===== config.mk =====
export PLATFORM = sky130hd
export DESIGN_NAME = cpwm_top
export DESIGN_NICKNAME = d
export VERILOG_FILES = /design/src/pkg/cpwm_pkg.sv /design/src/hw/cpwm_prescale.sv /design/src/hw/cpwm_phase.sv /design/src/hw/cpwm_top.sv
export VERILOG_INCLUDE_DIRS = /design/src /design/src/pkg
export SDC_FILE = /design/constraint.sdc
export NUM_CORES = 1
export LEC_CHECK = 0
export BUFFER_PORTS_ARGS = -buffer_cell sky130_fd_sc_hd__buf_2
export CORE_UTILIZATION = 68
export DETAILED_ROUTE_END_ITERATION = 7
export PLACE_DENSITY_LB_ADDON = 0.3
export SYNTH_ARGS = -nofsm -noshare
export SYNTH_HDL_FRONTEND = slang
export SYNTH_SLANG_ARGS = --single-unit

===== constraint.sdc =====
create_clock -name clk_sys -period 8.6 [get_ports clk_sys]
set_input_delay 0 -clock clk_sys [delete_from_list [all_inputs] [get_ports clk_sys]]
set_output_delay 0 -clock clk_sys [all_outputs]
set_load 0.01 [all_outputs]

===== src/pkg/cpwm_defines.svh =====
// register offsets, field positions, reset values and timing constants
`ifndef CPWM_DEFINES_SVH
`define CPWM_DEFINES_SVH
// register byte offsets
`define CPWM_OFF_CTRL     8'h00
`define CPWM_OFF_MODE     8'h04
`define CPWM_OFF_OE       8'h08
`define CPWM_OFF_OCTL     8'h0C
`define CPWM_OFF_START    8'h10
`define CPWM_OFF_PER_BUF  8'h14
`define CPWM_OFF_HALF_BUF 8'h18
`define CPWM_OFF_DEAD     8'h1C
`define CPWM_OFF_DUTY_U   8'h20
`define CPWM_OFF_DUTY_V   8'h24
`define CPWM_OFF_DUTY_W   8'h28
`define CPWM_OFF_CNT3     8'h2C
`define CPWM_OFF_CNT4     8'h30
`define CPWM_OFF_STATUS   8'h34
`define CPWM_OFF_PER      8'h38
`define CPWM_OFF_HALF     8'h3C
// field positions
`define CPWM_CTRL_CLK     1:0
`define CPWM_CTRL_CLR     5:4
`define CPWM_MODE_FLD     3:0
`define CPWM_OE_FLD       5:0
`define CPWM_OCTL_FLD     7:0
`define CPWM_OCTL_TOG     6
`define CPWM_OCTL_LVL     0
`define CPWM_START_RUN    0
// field codes
`define CPWM_CLR_PEAK     2'h1
`define CPWM_MODE_PEAK    4'hD
`define CPWM_MODE_TROUGH  4'hE
`define CPWM_MODE_BOTH    4'hF
`define CPWM_DIV_1        6'h00
`define CPWM_DIV_4        6'h03
`define CPWM_DIV_16       6'h0F
`define CPWM_DIV_64       6'h3F
// reset values
`define CPWM_RST_CTRL     8'h00
`define CPWM_RST_MODE     4'h0
`define CPWM_RST_OE       6'h00
`define CPWM_RST_OCTL     8'h00
// timing: clock period and programmable pulse period range
`define CPWM_CLK_NS       50
`define CPWM_MIN_PER_NS   100
`define CPWM_MAX_PER_NS   3270000
`define CPWM_MIN_PER_CYC  ((`CPWM_MIN_PER_NS+`CPWM_CLK_NS-1)/`CPWM_CLK_NS)
`define CPWM_MAX_PER_CYC  (`CPWM_MAX_PER_NS/`CPWM_CLK_NS)
`endif


===== src/pkg/cpwm_pkg.sv =====
// types shared by the complementary pwm block
package cpwm_pkg;
    // dead time generator state of one phase
    typedef enum logic [1:0] {ST_NEG, ST_DEAD, ST_POS} cpwm_dt_state_type;
endpackage


===== src/hw/cpwm_prescale.sv =====
// counter clock prescaler producing a one-cycle count tick
`timescale 1ns/1ns
`include "cpwm_defines.svh"
module cpwm_prescale
(
    input  wire logic       clk_sys,
    input  wire logic       rst_n,
    input  wire logic       run,
    input  wire logic [1:0] sel,
    output logic            tick
);
    logic [5:0] div_reg;
    logic [5:0] limit;

    // divide by 1, 4, 16 or 64
    always_comb
    begin
        unique case (sel)
            2'h0: limit = `CPWM_DIV_1;
            2'h1: limit = `CPWM_DIV_4;
            2'h2: limit = `CPWM_DIV_16;
            2'h3: limit = `CPWM_DIV_64;
        endcase
    end

    assign tick = run && (div_reg >= limit);

    // divider count, restarts while stopped
    always_ff @(posedge clk_sys)
    begin
        if (!rst_n || !run || tick)
            div_reg <= '0;
        else
            div_reg <= div_reg + 6'h01;
    end
endmodule // cpwm_prescale


===== src/hw/cpwm_phase.sv =====
// one phase: non-overlapping positive and negative drive with dead time
`timescale 1ns/1ns
module cpwm_phase
#(
    parameter int W = 16
)
(
    input  wire logic         clk_sys,
    input  wire logic         rst_n,
    input  wire logic         tick,
    input  wire logic         en,
    input  wire logic         raw,
    input  wire logic [W-1:0] dead,
    output logic              pos_act,
    output logic              neg_act
);
    cpwm_pkg::cpwm_dt_state_type state_reg;
    logic [W-1:0]                cnt_reg;

    // both sides pass through the dead state before turning on
    always_ff @(posedge clk_sys)
    begin
        if (!rst_n || !en)
        begin
            state_reg <= cpwm_pkg::ST_DEAD;
            cnt_reg   <= dead;
        end
        else if (tick)
        begin
            unique case (state_reg)
                cpwm_pkg::ST_POS:
                    if (!raw)
                    begin
                        state_reg <= cpwm_pkg::ST_DEAD;
                        cnt_reg   <= dead;
                    end
                cpwm_pkg::ST_NEG:
                    if (raw)
                    begin
                        state_reg <= cpwm_pkg::ST_DEAD;
                        cnt_reg   <= dead;
                    end
                cpwm_pkg::ST_DEAD:
                    if (cnt_reg == '0)
                        state_reg <= raw ? cpwm_pkg::ST_POS
                                         : cpwm_pkg::ST_NEG;
                    else
                        cnt_reg <= cnt_reg - 1'b1;
            endcase
        end
    end

    assign pos_act = (state_reg == cpwm_pkg::ST_POS);
    assign neg_act = (state_reg == cpwm_pkg::ST_NEG);
endmodule // cpwm_phase


===== src/hw/cpwm_top.sv =====
// three-phase complementary pwm timer with avalon-mm register slave
//
// Our own choices: the Avalon-MM interface to the registers and the register addresses.
`timescale 1ns/1ns
`include "cpwm_defines.svh"
// What this block does
// - three phases, each positive and negative output, never both active
// - duty follows each duty register, 0% to 100% reachable
// - toggle output changes state in step with the carrier period
// - counters wide enough for 100 ns to 3.27 ms at 20 MHz
// - duty and period buffers copied to compare registers on match
// - software may write buffer registers at any time
// - writing phase w duty buffer moves buffers to temporaries
// - peak mode blocks the move near peak, trough mode near trough
// - temporaries copied to compare at boundary end, timing by mode field
// - in boundary interval outputs follow temporary and compare values
// - before the turn, old data and its matches take precedence
// - after the turn, new data and its matches take precedence
// - an output turns active only after its partner returned
// - mode register puts both channels into complementary operation
// - period register holds half period plus dead time, with buffer
// - half-cycle register reloads from its buffer like duty registers
// - output enable register gates each complementary pin
// - output control register enables the toggle output
// - control register picks counter clear source and count clock
module cpwm_top
#(
    parameter int MAX_PER_CYC = `CPWM_MAX_PER_CYC,
    parameter int CNT_W       = $clog2(MAX_PER_CYC + 1)
)
(
    input  wire logic        clk_sys,
    input  wire logic        rst_n,
    input  wire logic [7:0]  avs_address,
    input  wire logic        avs_read,
    input  wire logic        avs_write,
    input  wire logic [31:0] avs_writedata,
    output logic [31:0]      avs_readdata,
    output logic             avs_waitrequest,
    output logic             period_toggle_pin,
    output logic             phase_u_positive_pin,
    output logic             phase_u_output_pin_alt,
    output logic             phase_u_negative_pin,
    output logic             phase_v_positive_pin,
    output logic             phase_v_negative_pin,
    output logic             phase_w_positive_pin,
    output logic             phase_w_negative_pin
);
    logic [7:0]       ctrl_reg;
    logic [3:0]       mode_reg;
    logic [5:0]       oe_reg;
    logic [7:0]       octl_reg;
    logic             run_reg;
    logic [CNT_W-1:0] per_buf_reg;
    logic [CNT_W-1:0] half_buf_reg;
    logic [CNT_W-1:0] dead_reg;
    logic [CNT_W-1:0] duty_buf_reg [0:2];
    logic [CNT_W-1:0] tmp_per_reg;
    logic [CNT_W-1:0] tmp_half_reg;
    logic [CNT_W-1:0] tmp_duty_reg [0:2];
    logic [CNT_W-1:0] per_reg;
    logic [CNT_W-1:0] half_reg;
    logic [CNT_W-1:0] cmp_reg [0:2];
    logic [CNT_W-1:0] cnt3_reg;
    logic [CNT_W-1:0] cnt4_reg;
    logic             dir_up_reg;
    logic             pend_reg;
    logic             tb1_q_reg;
    logic             tb2_q_reg;
    logic             turn_reg;
    logic             tog_reg;
    logic [5:0]       pin_reg;
    logic             wait_reg;
    logic [31:0]      rdata_reg;
    logic             comp;
    logic             tick;
    logic             peak_ev;
    logic             trough_ev;
    logic             in_tb1;
    logic             in_tb2;
    logic             peak_sel;
    logic             trough_sel;
    logic             move;
    logic             xfer;
    logic             wr_acc;
    logic [CNT_W-1:0] wd;
    logic [2:0]       pos_act;
    logic [2:0]       neg_act;
    logic [2:0]       raw;

    // write strobe for one register offset
    function automatic logic hit(input logic [7:0] off);
        return wr_acc && (avs_address == off);
    endfunction

    // one count step up or down
    function automatic logic [CNT_W-1:0] step(input logic [CNT_W-1:0] v,
                                              input logic up);
        return up ? v + 1'b1 : v - 1'b1;
    endfunction

    ////////////////////////////////////////////////////////////////////
    // avalon-mm slave: one wait cycle, then the answer
    assign wr_acc = avs_write && !wait_reg;
    assign wd     = avs_writedata[CNT_W-1:0];

    always_ff @(posedge clk_sys)
    begin
        if (!rst_n)
            wait_reg <= 1'b1;
        else if ((avs_read || avs_write) && wait_reg)
            wait_reg <= 1'b0;
        else
            wait_reg <= 1'b1;
    end

    // read data is latched in the cycle that drops waitrequest
    always_ff @(posedge clk_sys)
    begin
        if (!rst_n)
            rdata_reg <= '0;
        else if (avs_read && wait_reg)
        begin
            unique case (avs_address)
                `CPWM_OFF_CTRL:     rdata_reg <= 32'(ctrl_reg);
                `CPWM_OFF_MODE:     rdata_reg <= 32'(mode_reg);
                `CPWM_OFF_OE:       rdata_reg <= 32'(oe_reg);
                `CPWM_OFF_OCTL:     rdata_reg <= 32'(octl_reg);
                `CPWM_OFF_START:    rdata_reg <= 32'(run_reg);
                `CPWM_OFF_PER_BUF:  rdata_reg <= 32'(per_buf_reg);
                `CPWM_OFF_HALF_BUF: rdata_reg <= 32'(half_buf_reg);
                `CPWM_OFF_DEAD:     rdata_reg <= 32'(dead_reg);
                `CPWM_OFF_DUTY_U:   rdata_reg <= 32'(duty_buf_reg[0]);
                `CPWM_OFF_DUTY_V:   rdata_reg <= 32'(duty_buf_reg[1]);
                `CPWM_OFF_DUTY_W:   rdata_reg <= 32'(duty_buf_reg[2]);
                `CPWM_OFF_CNT3:     rdata_reg <= 32'(cnt3_reg);
                `CPWM_OFF_CNT4:     rdata_reg <= 32'(cnt4_reg);
                `CPWM_OFF_STATUS:   rdata_reg <= 32'({pin_reg, tog_reg,
                                        pend_reg, in_tb2, in_tb1,
                                        dir_up_reg});
                `CPWM_OFF_PER:      rdata_reg <= 32'(per_reg);
                `CPWM_OFF_HALF:     rdata_reg <= 32'(half_reg);
                default:            rdata_reg <= '0;
            endcase
        end
    end

    assign avs_readdata    = rdata_reg;
    assign avs_waitrequest = wait_reg;

    ////////////////////////////////////////////////////////////////////
    // control, mode and output registers
    always_ff @(posedge clk_sys)
    begin
        if (!rst_n)
        begin
            ctrl_reg <= `CPWM_RST_CTRL;
            mode_reg <= `CPWM_RST_MODE;
            oe_reg   <= `CPWM_RST_OE;
            octl_reg <= `CPWM_RST_OCTL;
            run_reg  <= 1'b0;
            dead_reg <= '0;
        end
        else
        begin
            if (hit(`CPWM_OFF_CTRL))
                ctrl_reg <= avs_writedata[7:0];
            if (hit(`CPWM_OFF_MODE))
                mode_reg <= avs_writedata[`CPWM_MODE_FLD];
            if (hit(`CPWM_OFF_OE))
                oe_reg <= avs_writedata[`CPWM_OE_FLD];
            if (hit(`CPWM_OFF_OCTL))
                octl_reg <= avs_writedata[`CPWM_OCTL_FLD];
            if (hit(`CPWM_OFF_START))
                run_reg <= avs_writedata[`CPWM_START_RUN];
            if (hit(`CPWM_OFF_DEAD))
                dead_reg <= wd;
        end
    end

    // buffer registers accept writes in any counter phase
    always_ff @(posedge clk_sys)
    begin
        if (!rst_n)
        begin
            per_buf_reg  <= '0;
            half_buf_reg <= '0;
            for (int i = 0; i < 3; i++)
                duty_buf_reg[i] <= '0;
        end
        else
        begin
            if (hit(`CPWM_OFF_PER_BUF))
                per_buf_reg <= wd;
            if (hit(`CPWM_OFF_HALF_BUF))
                half_buf_reg <= wd;
            if (hit(`CPWM_OFF_DUTY_U))
                duty_buf_reg[0] <= wd;
            if (hit(`CPWM_OFF_DUTY_V))
                duty_buf_reg[1] <= wd;
            if (hit(`CPWM_OFF_DUTY_W))
                duty_buf_reg[2] <= wd;
        end
    end

    ////////////////////////////////////////////////////////////////////
    // counting, boundary intervals and turning points
    assign comp       = (mode_reg >= `CPWM_MODE_PEAK);
    assign peak_sel   = (mode_reg == `CPWM_MODE_PEAK)
                     || (mode_reg == `CPWM_MODE_BOTH);
    assign trough_sel = (mode_reg == `CPWM_MODE_TROUGH)
                     || (mode_reg == `CPWM_MODE_BOTH);
    assign peak_ev    = tick && dir_up_reg && (cnt3_reg >= per_reg);
    assign trough_ev  = tick && !dir_up_reg && (cnt3_reg <= dead_reg);
    assign in_tb1     = comp && (cnt3_reg > half_reg);
    assign in_tb2     = comp && (cnt4_reg < dead_reg);

    cpwm_prescale u_prescale
    (
        .clk_sys (clk_sys),
        .rst_n   (rst_n),
        .run     (run_reg && comp),
        .sel     (ctrl_reg[`CPWM_CTRL_CLK]),
        .tick    (tick)
    );

    // channel three counter and count direction
    always_ff @(posedge clk_sys)
    begin
        if (!rst_n)
        begin
            cnt3_reg   <= '0;
            dir_up_reg <= 1'b1;
        end
        else if (hit(`CPWM_OFF_CNT3))
            cnt3_reg <= wd;
        else if (tick)
        begin
            if (peak_ev && ctrl_reg[`CPWM_CTRL_CLR] == `CPWM_CLR_PEAK)
            begin
                cnt3_reg   <= dead_reg;
                dir_up_reg <= 1'b1;
            end
            else if (peak_ev)
            begin
                cnt3_reg   <= step(cnt3_reg, 1'b0);
                dir_up_reg <= 1'b0;
            end
            else if (trough_ev)
            begin
                cnt3_reg   <= step(cnt3_reg, 1'b1);
                dir_up_reg <= 1'b1;
            end
            else
                cnt3_reg <= step(cnt3_reg, dir_up_reg);
        end
    end

    // channel four counter, held between zero and the half cycle
    always_ff @(posedge clk_sys)
    begin
        if (!rst_n)
            cnt4_reg <= '0;
        else if (hit(`CPWM_OFF_CNT4))
            cnt4_reg <= wd;
        else if (tick)
        begin
            if (peak_ev && ctrl_reg[`CPWM_CTRL_CLR] == `CPWM_CLR_PEAK)
                cnt4_reg <= '0;
            else if (dir_up_reg && cnt4_reg < half_reg)
                cnt4_reg <= step(cnt4_reg, 1'b1);
            else if (!dir_up_reg && cnt4_reg != '0)
                cnt4_reg <= step(cnt4_reg, 1'b0);
        end
    end

    // interval history and area b flag, set wins over clear
    always_ff @(posedge clk_sys)
    begin
        if (!rst_n)
        begin
            tb1_q_reg <= 1'b0;
            tb2_q_reg <= 1'b0;
            turn_reg  <= 1'b0;
        end
        else
        begin
            tb1_q_reg <= in_tb1;
            tb2_q_reg <= in_tb2;
            if (peak_ev || trough_ev)
                turn_reg <= 1'b1;
            else if (!in_tb1 && !in_tb2)
                turn_reg <= 1'b0;
        end
    end

    ////////////////////////////////////////////////////////////////////
    // buffer to temporary to compare transfers
    assign move = pend_reg && !((in_tb1 && peak_sel)
                             || (in_tb2 && trough_sel));
    assign xfer = comp && ((tb1_q_reg && !in_tb1 && peak_sel)
                        || (tb2_q_reg && !in_tb2 && trough_sel));

    // phase w duty write arms the move; a new arm beats the clear
    always_ff @(posedge clk_sys)
    begin
        if (!rst_n)
            pend_reg <= 1'b0;
        else if (hit(`CPWM_OFF_DUTY_W))
            pend_reg <= 1'b1;
        else if (move)
            pend_reg <= 1'b0;
    end

    always_ff @(posedge clk_sys)
    begin
        if (!rst_n)
        begin
            tmp_per_reg  <= '0;
            tmp_half_reg <= '0;
            for (int i = 0; i < 3; i++)
                tmp_duty_reg[i] <= '0;
        end
        else if (move)
        begin
            tmp_per_reg  <= per_buf_reg;
            tmp_half_reg <= half_buf_reg;
            for (int i = 0; i < 3; i++)
                tmp_duty_reg[i] <= duty_buf_reg[i];
        end
    end

    // compare registers follow the buffers directly while stopped
    always_ff @(posedge clk_sys)
    begin
        if (!rst_n)
        begin
            per_reg  <= '0;
            half_reg <= '0;
            for (int i = 0; i < 3; i++)
                cmp_reg[i] <= '0;
        end
        else if (!run_reg)
        begin
            per_reg  <= per_buf_reg;
            half_reg <= half_buf_reg;
            for (int i = 0; i < 3; i++)
                cmp_reg[i] <= duty_buf_reg[i];
        end
        else if (xfer)
        begin
            per_reg  <= tmp_per_reg;
            half_reg <= tmp_half_reg;
            for (int i = 0; i < 3; i++)
                cmp_reg[i] <= tmp_duty_reg[i];
        end
    end

    ////////////////////////////////////////////////////////////////////
    // phase compare and dead time generation
    for (genvar p = 0; p < 3; p++)
    begin : g_phase
        // area b uses the new data, otherwise the old data rules
        assign raw[p] = ((turn_reg && (in_tb1 || in_tb2))
                        ? tmp_duty_reg[p] : cmp_reg[p]) > cnt4_reg;

        cpwm_phase #(.W(CNT_W)) u_phase
        (
            .clk_sys (clk_sys),
            .rst_n   (rst_n),
            .tick    (tick),
            .en      (run_reg && comp),
            .raw     (raw[p]),
            .dead    (dead_reg),
            .pos_act (pos_act[p]),
            .neg_act (neg_act[p])
        );
    end

    // pin stage: enable gating and active level
    always_ff @(posedge clk_sys)
    begin
        if (!rst_n)
            pin_reg <= '0;
        else
            for (int i = 0; i < 6; i++)
                pin_reg[i] <= oe_reg[i]
                    ? (((i < 3) ? pos_act[i % 3] : neg_act[i % 3])
                       ~^ octl_reg[`CPWM_OCTL_LVL])
                    : !octl_reg[`CPWM_OCTL_LVL];
    end

    // toggle output flips at every peak and trough
    always_ff @(posedge clk_sys)
    begin
        if (!rst_n || !octl_reg[`CPWM_OCTL_TOG] || !comp)
            tog_reg <= 1'b0;
        else if (peak_ev || trough_ev)
            tog_reg <= !tog_reg;
    end

    assign period_toggle_pin      = tog_reg;
    assign phase_u_positive_pin   = pin_reg[0];
    assign phase_u_output_pin_alt = pin_reg[0];
    assign phase_v_positive_pin   = pin_reg[1];
    assign phase_w_positive_pin   = pin_reg[2];
    assign phase_u_negative_pin   = pin_reg[3];
    assign phase_v_negative_pin   = pin_reg[4];
    assign phase_w_negative_pin   = pin_reg[5];
endmodule // cpwm_top


==> results.sh, run 1 <==
export IMPL_cts_sinks=404
export IMPL_setup_violations=0
export IMPL_postCtsSetupRepairBufs=0
export IMPL_max_stage_delay_ps=1070
export IMPL_leakage_nw=10.25
export IMPL_dieWidth_um=184.7
export IMPL_yosys_area_top_type="edfxtp_1"
export IMPL_top_layer_used="met5"
export IMPL_wl_per_cell_um=25.76
export IMPL_synth_area_sq_um=22700
export IMPL_hold_path_class="input pin to flip-flop"
export IMPL_route_met2_wl_mm=31.89
export IMPL_relSlewSlack=0.08167
export IMPL_num_io_pins=85
export IMPL_wl_met3_mm=9.951
export IMPL_synth_seq_cells=404
export IMPL_worstSetupEndpointType="flip-flop"
export IMPL_first_pass_iters=8
export IMPL_wl_met1_mm=27.23
export IMPL_worstPathArrival_ps=7070
export IMPL_drt_iter0_markers=2703
export IMPL_synth_edf_count=192
export IMPL_path_cells="ha_1 -> a21o_1 -> a21o_1 -> a21oi_1 -> a211oi_1 -> o21ai_2 -> nor2_1 -> o21ai_4 -> buf_4 -> buf_4 -> mux2_1 -> ha_1 -> a21o_1 -> a21o_1 -> a21oi_1 -> a21oi_1 -> o41ai_2 -> xor2_1 -> a21oi_1 -> buf_4"
export IMPL_hold_viol=0
export IMPL_irDropWorstVdd_v=0.0001925
export IMPL_drc_errors=6
export IMPL_p_per_area_nw_per_um2=166.8
export IMPL_initial_core_util=0.6941
export IMPL_clock_skew_ps=26.66
export IMPL_num_rows=66
export IMPL_fin_crit_sh=0.7965
export IMPL_core_sq_um=32700
export IMPL_ys_flop_type="dfxtp_1"
export IMPL_tightest_slew_ps=1363
export IMPL_fin_nets=2613
export IMPL_postCtsHoldBufs=21
export IMPL_drive_above_1_share=0.1065
export IMPL_intPower_mw=3.245
export IMPL_rsz0062_at_grt="false"
export IMPL_tns_ps=0
export IMPL_max_freq_mhz=146.0
export IMPL_antenna_found_initial=4
export IMPL_clockBufferDepth=3
export IMPL_combPwrFrac=0.040
export IMPL_io_buffer_count=52
export IMPL_layout_common_cells="nand2_1, a21oi_1, dfxtp_1"
export IMPL_fp_dieH_um=184.7
export IMPL_ys_seq_area_frac=0.4410
export IMPL_path_class="flip-flop to flip-flop"
export IMPL_synth_top_area_share=0.2540
export IMPL_status="complete, but fails checks"
export IMPL_syn_area_per_cell_sq_um=9.497
export IMPL_switching_share=0.2227
export IMPL_postSynthCellCount=2390
export IMPL_ys_types=87
export IMPL_layout_commonest_cell="nand2_1"
export IMPL_critPathSlowestCell="o41ai_2"
export IMPL_syn_to_final_growth_pct=10.29
export IMPL_grt_overflow=0
export IMPL_place_congestion=1.045
export IMPL_routed_wl_mm=74.61
export IMPL_power_frac_seq=0.492
export IMPL_avgViaCountPerCell=6.896
export IMPL_netSwitchingPower_uw=929.5
export IMPL_grt_pass1_wl_mm=111.4
export IMPL_hold_ws_ps=39.67
export IMPL_cts_tree="yes"
export IMPL_ys_warnings_count=0
export IMPL_cp_start_kind="flip-flop"
export IMPL_min_period_ps=6850
export IMPL_fill_cells=2233
export IMPL_async_reset_ff_frac=0
export IMPL_postRouteAntennaNets=0
export IMPL_path_clk_slew_ps=60
export IMPL_grt_start_max_net_pins=67
export IMPL_track_usage=0.4398
export IMPL_via_count=19970
export IMPL_slew_violations=0
export IMPL_power_frac_clock=0.468
export IMPL_violations="DRC"
export IMPL_die_area_sq_um=34110
export IMPL_hpwl_mm=51.25
export IMPL_clk_latency_ps=550
export IMPL_required_ps=8820
export IMPL_h_tree_depth=2
export IMPL_path_max_fanout=19
export IMPL_cts_buffers=42
export IMPL_grt_pass1_vias=18800
export IMPL_root_buffer="clkbuf_16"
export IMPL_drv_cap=0
export IMPL_worst_slack_ps=1750
export IMPL_pre_cts_ws_ps=2053
export IMPL_cts_resized=0
export IMPL_synth_top_cells_by_area="edfxtp_1, dfxtp_1, ha_1, a21oi_1, nand2_1"
path summary, 6_finish.rpt:
check / start / to / slack [ps] / cells after the start
setup / recovery: cnt3_reg[5]$_SDFFE_PN0P_ / g_phase[1].u_phase.cnt_reg[15]$_DFFE_PP_ / 1750 / 20
hold / removal: avs_address[2] / run_reg$_SDFFE_PN0P_ / 40 / 5
setup reg to reg: cnt3_reg[5]$_SDFFE_PN0P_ / g_phase[1].u_phase.cnt_reg[15]$_DFFE_PP_ / 1750 / 20
hold reg to reg: octl_reg[3]$_SDFFE_PN0P_ / octl_reg[3]$_SDFFE_PN0P_ / 460 / 2
cells in the mapped netlist, types with 28 or more instances:
cell type	instances
xnor2_1	46
dfxtp_1	212
nor3_1	29
nand3_1	69
nand4_1	29
a21o_1	28
clkbuf_1	104
a22o_1	74
ha_1	152
nor2_1	187
a21oi_1	228
xor2_1	31
mux2i_1	77
inv_1	87
mux2_2	41
a22oi_1	46
and2_1	72
edfxtp_1	192
nand2_1	241
o21ai_0	100
area by class of cell:
type / instances / area (sq um) / area share
diodes: 4 / 10.01 / 0.0003998
clock buffers: 55 / 1190 / 0.04753
clock inverters: 23 / 297.8 / 0.01190
inverters: 88 / 332.8 / 0.01329
multi-input cells: 1757 / 11790 / 0.4711
flip-flops and latches: 404 / 10010 / 0.3999
well taps: 442 / 553.0 / 0.02209
repair buffers: 123 / 845.8 / 0.03379
cells by family after synthesis:
kind of cell,after synthesis,share of synthesized area
xor+xnor,77,0.02971
simple gates,744,0.1562
compound gates,645,0.1862
fa+ha+maj,153,0.08467
mux,122,0.05628
buf+inv,244,0.04581
flops,404,0.4410
other cells,1,0.0001652
worst max-delay path: cells and delay by family, from the launching register on:
kind / cells / cell delay [ps]
AOI/OAI and AO/OA: 12 / 3300
buffers and inverters: 3 / 970
DFF: 1 / 820
adders and majority gates: 2 / 690
muxes: 1 / 360
xor gates and xnor gates: 1 / 200
and+or+nand+nor: 1 / 140
metal layers:
layer	vias to the layer above	track usage
li1	8800	-
met1	9393	0.5649
met2	1433	0.6575
met3	340	0.1075
met4	6	0.2955
met5	-	0
metrics by stage:
step           cells  total power [mW]  utilization  instance area [sq um]
6_report        2896             4.174       0.7655                  25030
5_1_grt         2892             4.262       0.7652                  25020
4_1_cts         2892             4.162       0.7652                  25020
3_5_place_dp    2793             2.243       0.7133                  23330
3_3_place_gp    2793             2.237       0.7133                  23330
2_1_floorplan   2405             2.178            -                  22750
power by group through the flow:
stage | clock network (mW) | registers [mW] | logic, mW
floorplan | 0 | 2.08 | 0.0952
global placement | 0 | 2.09 | 0.144
detailed placement | 0 | 2.09 | 0.149
CTS | 1.95 | 2.05 | 0.157
global route | 2.03 | 2.06 | 0.172
finish | 1.95 | 2.05 | 0.165
Note: power is estimated with default switching activity, not from simulation.
==> run 2, diff against run 1 <==
--- a/config.mk
+++ b/config.mk
@@ -7,7 +7,7 @@
 export NUM_CORES = 1
 export LEC_CHECK = 0
 export BUFFER_PORTS_ARGS = -buffer_cell sky130_fd_sc_hd__buf_2
-export CORE_UTILIZATION = 68
+export CORE_UTILIZATION = 57
 export DETAILED_ROUTE_END_ITERATION = 7
 export PLACE_DENSITY_LB_ADDON = 0.3
 export SYNTH_ARGS = -nofsm -noshare
==> constraint.sdc (replaced) <==
create_clock -name clk_sys -period 6.3 [get_ports clk_sys]
set_input_delay 0 -clock clk_sys [delete_from_list [all_inputs] [get_ports clk_sys]]
set_output_delay 0 -clock clk_sys [all_outputs]
set_load 0.01 [all_outputs]
==> results.sh, run 2 (synthesis gave the netlist of run 1 again) <==
export IMPL_grt_overflow=0
export IMPL_grt_pass1_wl_mm=114.3
export IMPL_drt_iter0_markers=2434
export IMPL_layout_commonest_cell="nand2_1"
export IMPL_hold_viol=0
export IMPL_path_class="flip-flop to flip-flop"
export IMPL_r2r_start="dead_reg[7]$_SDFFE_PN0P_"
export IMPL_tns_ps=0
export IMPL_tightest_slew_ps=1221
export IMPL_p_total_mw=5.611
export IMPL_rsz0062_at_grt="false"
export IMPL_clk_latency_ps=590
export IMPL_hpwl_mm=53.35
export IMPL_worstHoldStart="rst_n"
export IMPL_cts_buffers=44
export IMPL_drc_errors=0
export IMPL_hold_path_class="input pin to flip-flop"
export IMPL_io_buffer_count=52
export IMPL_fin_crit_sh=0.8792
export IMPL_reg2reg_depth=20
export IMPL_clock_skew_ps=29.71
export IMPL_min_period_ps=5539
export IMPL_worstPathArrival_ps=5790
export IMPL_num_rows=72
export IMPL_cts_tree="yes"
export IMPL_layout_common_cells="nand2_1, a21oi_1, dfxtp_1"
export IMPL_worstSetupEndpointType="flip-flop"
export IMPL_path_max_fanout=48
export IMPL_grt_pass1_vias=18590
export IMPL_wl_per_cell_um=25.70
export IMPL_slew_violations=0
export IMPL_final_cell_count_no_fill=2991
export IMPL_max_freq_mhz=180.5
export IMPL_fill_cells=3152
export IMPL_track_usage=0.3744
export IMPL_cts_sinks=404
export IMPL_syn_to_final_growth_pct=11.09
export IMPL_irDropWorstVdd_v=0.0003428
export IMPL_multiInputGateArea_sq_um=11790
export IMPL_required_ps=6550
export IMPL_avgViaCountPerCell=6.602
export IMPL_path_clk_slew_ps=60
export IMPL_routed_wl_mm=76.87
export IMPL_die_area_sq_um=40620
export IMPL_fp_dieH_um=201.6
export IMPL_postRouteAntennaNets=0
export IMPL_postCtsSetupRepairBufs=0
export IMPL_whs_path_depth=4
export IMPL_endpoint="g_phase[0].u_phase.cnt_reg[11]$_DFFE_PP_"
export IMPL_drv_cap=0
export IMPL_rr_endpoint="g_phase[0].u_phase.cnt_reg[11]$_DFFE_PP_"
export IMPL_num_io_pins=85
export IMPL_leakage_nw=10.34
export IMPL_setup_violations=0
export IMPL_antenna_found_initial=2
export IMPL_r2r_slack_ps=760
export IMPL_p_per_area_nw_per_um2=222.5
export IMPL_cp_startpoint="dead_reg[7]$_SDFFE_PN0P_"
export IMPL_status="complete, no violations"
export IMPL_design_area_sq_um=25220
export IMPL_clockBufferDepth=3
export IMPL_h_tree_depth=2
export IMPL_root_buffer="clkbuf_16"
export IMPL_seq_area_sq_um=10010
export IMPL_dp_cells=2890
export IMPL_via_count=19750
export IMPL_grt_start_max_net_pins=73
export IMPL_core_sq_um=38920
export IMPL_place_area_sq_um=23580
export IMPL_place_congestion=0.9906
export IMPL_cts_resized=0
export IMPL_cp_start_kind="flip-flop"
export IMPL_drive_above_1_share=0.1133
export IMPL_fin_nets=2635
export IMPL_dieWidth_um=201.6
export IMPL_initial_core_util=0.5832
export IMPL_first_pass_iters=7
export IMPL_relSlewSlack=0.1839
[run 2: changes by cell type in the layout (fill, tap and decap cells not counted), sizes merged, moves of 2 or more]
cell and change:
clkbuf +2, bufinv -4, buf +21, clkinvlp -2
diode -3, clkinv +6
[run 2: cell type report]
class,count,share of cell area
Tap cell,518,0.02570
Multi-Input combinational cell,1757,0.4674
Antenna cell,1,0.00009924
Inverter,88,0.01320
Timing Repair Buffer,143,0.03989
Clock inverter,23,0.007443
Sequential cell,404,0.3970
Clock buffer,57,0.04922
[run 2: repair_timing]
item / in CTS / in global routing
endpoints found under the setup margin: 0 / 0
endpoints found under the hold margin: 121 / 0
hold buffers: 20 / 0
[run 2: how the worst min path moves through the flow]
stage                                       endpoint  slack, ps
after floorplan           avs_waitrequest$_SDFF_PN1_        120
after global placement    avs_waitrequest$_SDFF_PN1_        240
after detailed placement  avs_waitrequest$_SDFF_PN1_        240
after CTS                   half_reg[7]$_SDFFE_PN0P_         10
after global routing       half_reg[13]$_SDFFE_PN0P_         40
final                       half_reg[7]$_SDFFE_PN0P_         50
[run 2: per-layer routing]
layer	vias up	GRT usage	part of all wire	routed length, um
met4	0	0.2227	0.069	5316
met1	9336	0.5073	0.39	30120
met2	1274	0.5501	0.42	32360
met3	286	0.07969	0.12	9067
li1	8850	-	-	-
met5	-	0	0	0
[run 2: critical path, cell delays in order (launching register included)]
cell      delay, ps
dfxtp_1         710
inv_1           150
ha_1            330
nand3_1         100
or2_2           290
o21ai_1         240
a21oi_2         190
o21ai_4         210
buf_12          290
mux2_2          390
ha_1            290
nor2b_1         140
o21a_1          120
o21a_1          100
o21ai_0          70
a221oi_1        280
o21bai_1        110
a21oi_1         550
xnor2_1         170
a21oi_1         170
buf_4           260
[run 2: per-stage QoR]
stage / worst slack (ps) / utilization / hold WS (ps)
final: 761.2 / 0.6479 / 50.36
after global routing: 465.7 / 0.6479 / 43.19
after CTS: 898.1 / 0.6479 / 14.59
after detailed placement: 928.4 / 0.6060 / 239.2
after global placement: 1034 / 0.6060 / 236.9
after floorplan: 1251 / - / 115.9
[run 2: power breakdown]
group	internal [mW]	switching, mW
registers	2.77	0.0317
clock network	1.48	1.10
logic	0.0702	0.155
